## config.mk

```make
export PLATFORM = sky130hd
export DESIGN_NAME = windowed_watchdog_supervisor
export DESIGN_NICKNAME = d
export VERILOG_FILES = /design/src/wdt_pkg.sv /design/src/input_filter.sv /design/src/tick_gen.sv /design/src/windowed_watchdog_supervisor.sv
export SDC_FILE = /design/constraint.sdc
export NUM_CORES = 1
export LEC_CHECK = 0
export BUFFER_PORTS_ARGS = -buffer_cell sky130_fd_sc_hd__buf_4
export CAP_MARGIN = 20
export CORE_MARGIN = 1
export CORE_UTILIZATION = 35
export DETAILED_ROUTE_END_ITERATION = 12
export SKIP_CTS_REPAIR_TIMING = 1
export SLEW_MARGIN = 40
export SYNTH_ARGS = -nofsm -noshare
export SYNTH_HDL_FRONTEND = slang
export SYNTH_SLANG_ARGS = --single-unit
```

## constraint.sdc

```tcl
create_clock -name clock -period 2.5 [get_ports clock]
set_clock_uncertainty 0.05 [all_clocks]
set_input_delay 0.125 -clock clock [delete_from_list [all_inputs] [get_ports clock]]
set_output_delay 0.125 -clock clock [all_outputs]
set_load 0.05 [all_outputs]
```

## src/wdt_pkg.sv

```systemverilog
package wdt_pkg;

    ////////////////////////////////////////////////////////////////////////////////
    // Timebase
    localparam int unsigned CLOCK_HZ        = 25_000_000;
    localparam int unsigned TICK_US         = 100;
    localparam int unsigned TICK_CYCLES     = CLOCK_HZ / 1_000_000 * TICK_US;
    localparam int unsigned TICK_W          = 12;

    ////////////////////////////////////////////////////////////////////////////////
    // Input filtering, 300 ns least pulse, 100 ns glitch immunity
    localparam int unsigned KICK_FILTER_NS  = 200;
    localparam int unsigned KICK_FILTER_CYC = (KICK_FILTER_NS * 25 + 999) / 1000;
    localparam int unsigned MR_FILTER_NS    = 400;
    localparam int unsigned MR_FILTER_CYC   = (MR_FILTER_NS * 25 + 999) / 1000;
    localparam int unsigned FILTER_W        = 4;

    ////////////////////////////////////////////////////////////////////////////////
    // Durations in ticks of TICK_US
    localparam int unsigned FAULT_PULSE_US  = 1000;
    localparam int unsigned FAULT_TICKS     = FAULT_PULSE_US / TICK_US;
    localparam int unsigned STRETCH_MS      = 180;
    localparam int unsigned STRETCH_TICKS   = STRETCH_MS * 1000 / TICK_US;
    localparam int unsigned WD_TIMER_W      = 20;

    // Fast limit at its longest and slow limit at its shortest per option, in 100 us ticks
    // Wide enough for the 60 s slow option
    localparam int unsigned WINDOW_OPTIONS  = 8;
    typedef logic [WD_TIMER_W-1:0] ticks_type;
    localparam ticks_type FAST_TICKS [WINDOW_OPTIONS] = '{
        20'd15, 20'd150, 20'd150, 20'd150, 20'd150, 20'd230, 20'd390, 20'd7190};
    localparam ticks_type SLOW_TICKS [WINDOW_OPTIONS] = '{
        20'd100, 20'd1000, 20'd3000, 20'd100000, 20'd600000, 20'd470, 20'd820, 20'd13000};

    ////////////////////////////////////////////////////////////////////////////////
    // Carriers
    typedef struct packed {
        logic supply_good;
        logic manual_reset_n;
        logic watchdog_kick_in;
    } pins_in_type;

    typedef struct packed {
        logic reset_out_n;
        logic watchdog_fault_pulse_n;
        logic fast_fault;
        logic slow_fault;
    } pins_out_type;

endpackage

```

## src/input_filter.sv

```systemverilog
module input_filter
    import wdt_pkg::*;
#(
    parameter int unsigned SETTLE = 4,
    parameter logic        INIT   = 1'b1
) (
    input  wire logic clock,
    input  wire logic rst_b,
    input  wire logic raw,
    output logic      level,
    output logic      fell
);
    typedef struct packed {
        logic                sync1;
        logic                sync2;
        logic                stable;
        logic [FILTER_W-1:0] count;
        logic                fell;
    } state_type;

    state_type s_q, s_d;

    always_comb begin
        s_d = s_q;
        s_d.sync1 = raw;
        s_d.sync2 = s_q.sync1;
        s_d.fell = 1'b0;
        // Only a level held SETTLE cycles is taken; short glitches vanish
        if (s_q.sync2 == s_q.stable) begin
            s_d.count = '0;
        end else if (s_q.count == FILTER_W'(SETTLE - 1)) begin
            s_d.stable = s_q.sync2;
            s_d.count = '0;
            s_d.fell = ~s_q.sync2;
        end else begin
            s_d.count = s_q.count + 1'b1;
        end
    end

    always_ff @(posedge clock or negedge rst_b) begin
        if (!rst_b) begin
            s_q <= '{sync1: INIT, sync2: INIT, stable: INIT, count: '0, fell: 1'b0};
        end else begin
            s_q <= s_d;
        end
    end

    assign level = s_q.stable;
    assign fell = s_q.fell;
endmodule

```

## src/tick_gen.sv

```systemverilog
module tick_gen
    import wdt_pkg::*;
#(
    parameter int unsigned DIVIDE = TICK_CYCLES
) (
    input  wire logic clock,
    input  wire logic rst_b,
    output logic      tick
);
    typedef struct packed {
        logic [TICK_W-1:0] count;
        logic              tick;
    } state_type;

    state_type s_q, s_d;

    always_comb begin
        s_d = s_q;
        s_d.tick = 1'b0;
        if (s_q.count == TICK_W'(DIVIDE - 1)) begin
            s_d.count = '0;
            s_d.tick = 1'b1;
        end else begin
            s_d.count = s_q.count + 1'b1;
        end
    end

    always_ff @(posedge clock or negedge rst_b) begin
        if (!rst_b) begin
            s_q <= '0;
        end else begin
            s_q <= s_d;
        end
    end

    assign tick = s_q.tick;
endmodule

```

## src/windowed_watchdog_supervisor.sv

```systemverilog
// Notes on behaviour
// - Early kick edge pulses fault low.
// - No kick by slow limit pulses fault.
// - First kick after release skips fast check.
// - Timer clears on valid kick and reset release.
// - Kick inside window is valid service.
// - Fault pulse lasts about one millisecond.
// - Faults only while reset output high.
// - Eight build-time fast/slow limit pairs.
// - Manual reset asserts reset, clears timer, fault.
// - Reset held 180 ms after manual release.
// - Supply not good asserts reset, then stretch.
// - Kicks ignored during reset or fault.
// - Reset stretch at least 100 ms after release.
module windowed_watchdog_supervisor
    import wdt_pkg::*;
#(
    parameter int unsigned WINDOW_SELECT = 0,
    parameter int unsigned TICK_DIVIDE   = TICK_CYCLES,
    parameter int unsigned STRETCH       = STRETCH_TICKS,
    parameter int unsigned FAULT_LEN     = FAULT_TICKS
) (
    input  wire logic                 clock,
    input  wire logic                 rst_b,
    input  wire wdt_pkg::pins_in_type pins_in,
    output wdt_pkg::pins_out_type     pins_out
);
    import wdt_pkg::*;

    ////////////////////////////////////////////////////////////////////////////////
    // Limits
    localparam ticks_type FAST_LIMIT = FAST_TICKS[WINDOW_SELECT];
    localparam ticks_type SLOW_LIMIT = SLOW_TICKS[WINDOW_SELECT];
    localparam int unsigned STRETCH_W = 16;

    typedef enum logic [1:0] {
        ST_RESET,
        ST_STRETCH,
        ST_WATCH,
        ST_FAULT
    } mode_type;

    typedef struct packed {
        mode_type               mode;
        logic [STRETCH_W-1:0]   stretch;
        ticks_type              timer;
        logic [WD_TIMER_W-1:0]  pulse;
        logic                   first_kick;
        logic                   reset_n;
        logic                   fault_n;
        logic                   fast_fault;
        logic                   slow_fault;
    } state_type;

    state_type s_q, s_d;

    logic tick;
    logic kick_level;
    logic kick_fell;
    logic mr_level;

    ////////////////////////////////////////////////////////////////////////////////
    // Timebase and input conditioning
    tick_gen #(
        .DIVIDE (TICK_DIVIDE)
    ) u_tick (
        .clock (clock),
        .rst_b (rst_b),
        .tick  (tick)
    );

    input_filter #(
        .SETTLE (KICK_FILTER_CYC),
        .INIT   (1'b1)
    ) u_kick (
        .clock (clock),
        .rst_b (rst_b),
        .raw   (pins_in.watchdog_kick_in),
        .level (kick_level),
        .fell  (kick_fell)
    );

    // Shorter than the filter is rejected; the 1 us minimum keeps margin
    input_filter #(
        .SETTLE (MR_FILTER_CYC),
        .INIT   (1'b1)
    ) u_mr (
        .clock (clock),
        .rst_b (rst_b),
        .raw   (pins_in.manual_reset_n),
        .level (mr_level),
        .fell  ()
    );

    ////////////////////////////////////////////////////////////////////////////////
    // Supervisor
    always_comb begin
        s_d = s_q;
        s_d.fast_fault = 1'b0;
        s_d.slow_fault = 1'b0;
        // Supply loss or manual reset overrides everything
        if (!pins_in.supply_good || !mr_level) begin
            s_d.mode = ST_RESET;
            s_d.reset_n = 1'b0;
            s_d.fault_n = 1'b1;
            s_d.timer = '0;
            s_d.stretch = '0;
            s_d.pulse = '0;
        end else begin
            case (s_q.mode)
                ST_RESET: begin
                    s_d.mode = ST_STRETCH;
                    s_d.stretch = '0;
                end
                ST_STRETCH: begin
                    // Counted in ticks; phase of the first tick takes off under one tick
                    if (tick) begin
                        s_d.stretch = s_q.stretch + 1'b1;
                    end
                    if (tick && s_q.stretch == STRETCH_W'(STRETCH - 1)) begin
                        s_d.mode = ST_WATCH;
                        s_d.reset_n = 1'b1;
                        s_d.timer = '0;
                        s_d.first_kick = 1'b1;
                    end
                end
                ST_WATCH: begin
                    if (kick_fell) begin
                        if (s_q.timer < FAST_LIMIT && !s_q.first_kick) begin
                            s_d.mode = ST_FAULT;
                            s_d.fault_n = 1'b0;
                            s_d.fast_fault = 1'b1;
                            s_d.pulse = '0;
                        end else begin
                            s_d.timer = '0;
                            s_d.first_kick = 1'b0;
                        end
                    end else if (tick) begin
                        if (s_q.timer == SLOW_LIMIT - 1'b1) begin
                            s_d.mode = ST_FAULT;
                            s_d.fault_n = 1'b0;
                            s_d.slow_fault = 1'b1;
                            s_d.pulse = '0;
                        end else begin
                            s_d.timer = s_q.timer + 1'b1;
                        end
                    end
                end
                ST_FAULT: begin
                    // Kick edges are dropped for the whole pulse
                    if (tick) begin
                        s_d.pulse = s_q.pulse + 1'b1;
                    end
                    if (tick && s_q.pulse == WD_TIMER_W'(FAULT_LEN - 1)) begin
                        s_d.mode = ST_WATCH;
                        s_d.fault_n = 1'b1;
                        s_d.timer = '0;
                        s_d.first_kick = 1'b1;
                    end
                end
                default: begin
                    s_d.mode = ST_RESET;
                end
            endcase
        end
    end

    always_ff @(posedge clock or negedge rst_b) begin
        if (!rst_b) begin
            s_q <= '{mode: ST_RESET, stretch: '0, timer: '0, pulse: '0, first_kick: 1'b1,
                     reset_n: 1'b0, fault_n: 1'b1, fast_fault: 1'b0, slow_fault: 1'b0};
        end else begin
            s_q <= s_d;
        end
    end

    // One driver for the whole carrier
    assign pins_out = '{reset_out_n: s_q.reset_n, watchdog_fault_pulse_n: s_q.fault_n,
                        fast_fault: s_q.fast_fault, slow_fault: s_q.slow_fault};
endmodule

```

==> results by group <==
Routing
  – Via/cell ratio: between 5 and 6
  – Vias: around 4000
  – DR DRC count: 0
  – Drt pass-1 iters: 4
  – WL per Instance: roughly 15 microns
  – Drt total wl: between 10000 and 15000 microns
  – Final ANT Viol Nets: 0
  – Initial drt markers: 312

Finish
  – Number of fill cells in the layout: between 1000 and 1500
  – Ant diodes: 0
  – Share of cells above drive strength 1: between 10% and 20%
  – Storage element area: approximately 2300 sq um
  – Area Growth Syn to Fin: 14.6%
  – Footprint of the multi-input gates: roughly 2400 sq um
  – Post-Route Utilization: 41.3%
  – Final #Nets: approximately 550

Yosys
  – Register area share after synthesis: 47.5%
  – Count of cell types in the netlist: 48
  – Cell with the most instances after synthesis: dfrtp_1
  – Commonest cells in the netlist: dfrtp_1 (83), nor2_1 (60), o21ai_0 (43)
  – Syn_area_per_cell: between 9 and 10 sq um
  – Top-area cell type share of the netlist area: approximately 43%
  – Ys async rst share: 100%
  – Largest family of logic cells by synthesized area: simple AND/OR/NAND/NOR gates
  – Synth area leaders: dfrtp_1 (43%), o31ai_1 (6.2%), nor2_1 (4.7%)
  – Most used DFF post-synth: dfrtp_1
  – Post-Syn Area: 4810 sq um
  – Warnings from Yosys: 0
  – Synthesized-area fraction occupied by and/or/nand/nor cells: about a quarter
  – Complex-gate fraction of the synthesized area: 18.0%
  – Synthesized Nets: around 540
  – FF+latch count, synth: 91
  – Synth Area in XOR/XNOR: around 3.8%
  – Mux cell area share after synthesis: less than 1%
  – Adder-Cell Fraction of Synth Area: under 10%
  – EDFF count, synth: 0
  – Synth Instances: 521
  – Area leader, netlist: dfrtp_1

Floorplan
  – Die area: between 10000 and 15000 sq um
  – Die height: between 100 and 150 microns
  – Core Rows: 42
  – Num ports: 9
  – Starting Density: a little over a third
  – Floorplan core area: approximately 13000 sq um
  – Chip Width: around 120 microns

Clock network
  – Latest clock arrival within the worst-skew pair: between 300 and 400 ps
  – Clk buf depth: 2
  – CTS Buf Count: 9
  – Worst-path clk slew: roughly 70 ps
  – CTS tree: built
  – Clock Sinks: 91
  – CTS Root Buffer Type: clkbuf_16
  – H-tree depth: 3

STA
  – Final setup TNS: 0 ps
  – Hold Vio Cnt, Final: 0
  – FMAX: roughly 0.43 GHz
  – Max Slew Vio Count: 0
  – Setup violators final: 0
  – Slew @ Worst Pin: between 500 and 600 ps
  – Period utilization: about 93%
  – Post-layout minimum cycle time: approximately 2300 ps
  – Max-Slew Margin vs Limit: a little over three fifths
  – RSZ-0062 raised after global routing: false

Setup path
  – Reg2Reg Launch Point: s_q[20]
  – CP Data Required Time: approximately 2700 ps
  – Crit path from: s_q[20]
  – R2R cell count: 7
  – Reg-to-reg setup timing slack: between 150 and 200 ps
  – Startpoint types: flop
  – Worst-path fanout max: 18
  – End point of the critical path: s_q[36]
  – R2r endpoint: s_q[36]
  – Crit. End Element: flop
  – Critical path class: flop to flop
  – Arrival @ worst endpoint: ~2500 ps

Power
  – Clock Power Share: between 40% and 50%
  – Max IR drop VDD: 0.305 mV
  – Internal Pwr Total: approximately 2.4 mW
  – Sw frac: between 20% and 30%
  – Switching pwr: 0.768 mW
  – PwrDens: approximately 570 nW/um^2
  – Sequential fraction of design power: about 49%
  – Leakage power: roughly 2.4 nW
  – Logic gate share of total power: around 5.4%
  – Pwr Total: 3.16 mW

Global routing
  – Initial antenna violation count: 0
  – Global Route Usage Sum: between 10% and 20%
  – Vias in the first global route: 3823
  – First-pass GRT wire length: between 15000 and 20000 microns
  – Largest net degree at the start of global routing: 53
  – Total gr overflow: 0

Place
  – PortBufs: 8
  – Final Wtd Congestion: between 0.8 and 0.9
  – Hpwl dp: between 7000 and 8000 microns

Outcome
  – Status: complete, no violations

Run
  – Max Cap Viol: 0

Worst hold path
  – Hold WC Path Type: input port to flop
## cells in the final DEF, fill, tap and decap left out, types with 3 or more instances in the layout
master,instances
a21o_1,5
a21oi_1,12
a31oi_1,15
and2_1,7
and3_1,13
and4_1,3
buf_4,29
clkbuf_16,9
dfrtp_1,82
dfstp_2,8
dlygate4sd3_1,3
ha_1,9
inv_1,11
inv_8,3
mux2_2,3
nand2_1,38
nand2b_1,9
nand3_1,37
nand4_1,13
nor2_1,60
nor2b_1,7
nor3_1,11
nor4_1,10
nor4_2,3
o21ai_0,43
o31ai_1,40
o41ai_2,4
or3_1,3
xnor2_1,13
xor2_1,8
## flip-flops by register name (all words and copies together) (netlist names)
signal        count
pins_out          4
s_q              59
u_kick.fell       1
u_kick.level      1
u_kick.s_d        1
u_kick.s_q        5
u_mr.level        1
u_mr.s_d          1
u_mr.s_q          5
u_tick.s_q       12
u_tick.tick       1
## critical path, cell delays in order (launching register included)
cell and delay (ps):
dfrtp_2 450, nor4_2 270, nand4_1 150, a221oi_2 300, nand2_1 110, or3_1 370
buf_6 180, o41ai_2 340
## area by class of cell
class | instances | share of cell area [%]
flip-flops and latches | 91 | 41.5
inverters | 11 | 0.749
multi-input cells | 390 | 43.0
clock buffers | 9 | 4.09
repair buffers | 34 | 5.06
clock inverters | 7 | 1.61
well taps | 176 | 4.00
## power groups by stage
| stage | registers [mW] | clock network, mW | logic (mW) |
|---|---|---|---|
| floorplan | 1.57 | 0 | 0.107 |
| global placement | 1.58 | 0 | 0.161 |
| detailed placement | 1.58 | 0 | 0.171 |
| CTS | 1.55 | 1.48 | 0.172 |
| global route | 1.56 | 1.53 | 0.196 |
| finish | 1.55 | 1.44 | 0.171 |
## how the worst min path moves through the flow
stage                from          end  slack (ps)  cells past startpoint
6_report       pins_in[2]  pins_out[3]         100                      3
5_1_grt        pins_in[2]  pins_out[3]         110                      3
4_1_cts             rst_b      s_q[57]        -270                      1
3_5_place_dp        rst_b      s_q[57]         110                      1
3_3_place_gp        rst_b      s_q[57]          90                      1
2_1_floorplan       rst_b  pins_out[0]        -220                      0
## per-layer routing
| metal | global-route usage [%] | vias to the layer above | share of wire (%) |
|---|---|---|---|
| met2 | 24.9 | 97 | 47 |
| met3 | 3.30 | 14 | 3.9 |
| met5 | 0 | - | 0 |
| met1 | 20.8 | 1948 | 48 |
| li1 | - | 1942 | - |
| met4 | 6.33 | 0 | 1.6 |
## cells by family (layout without fill, tap and decap cells)
family,after synthesis,count (layout)
AND/OR/NAND/NOR,223,223
adder cells (fa/ha/maj),9,9
multiplexers,3,3
buffers and inverters,40,61
XOR/XNOR,21,21
flip-flops,91,91
AO/OA/AOI/OAI,134,134
## metrics by stage
stage                     setup WS (ps)  cell area [sq um]  instances  hold slack (ps)
after floorplan                     283               4810        521             -221
after global placement              220               5120        698             93.5
after detailed placement           93.8               5120        698              106
after CTS                          66.8               5430        714             -275
after global routing               14.9               5510        718              111
final                               171               5510        718             99.4
Note: power is estimated with default switching activity, not from simulation.
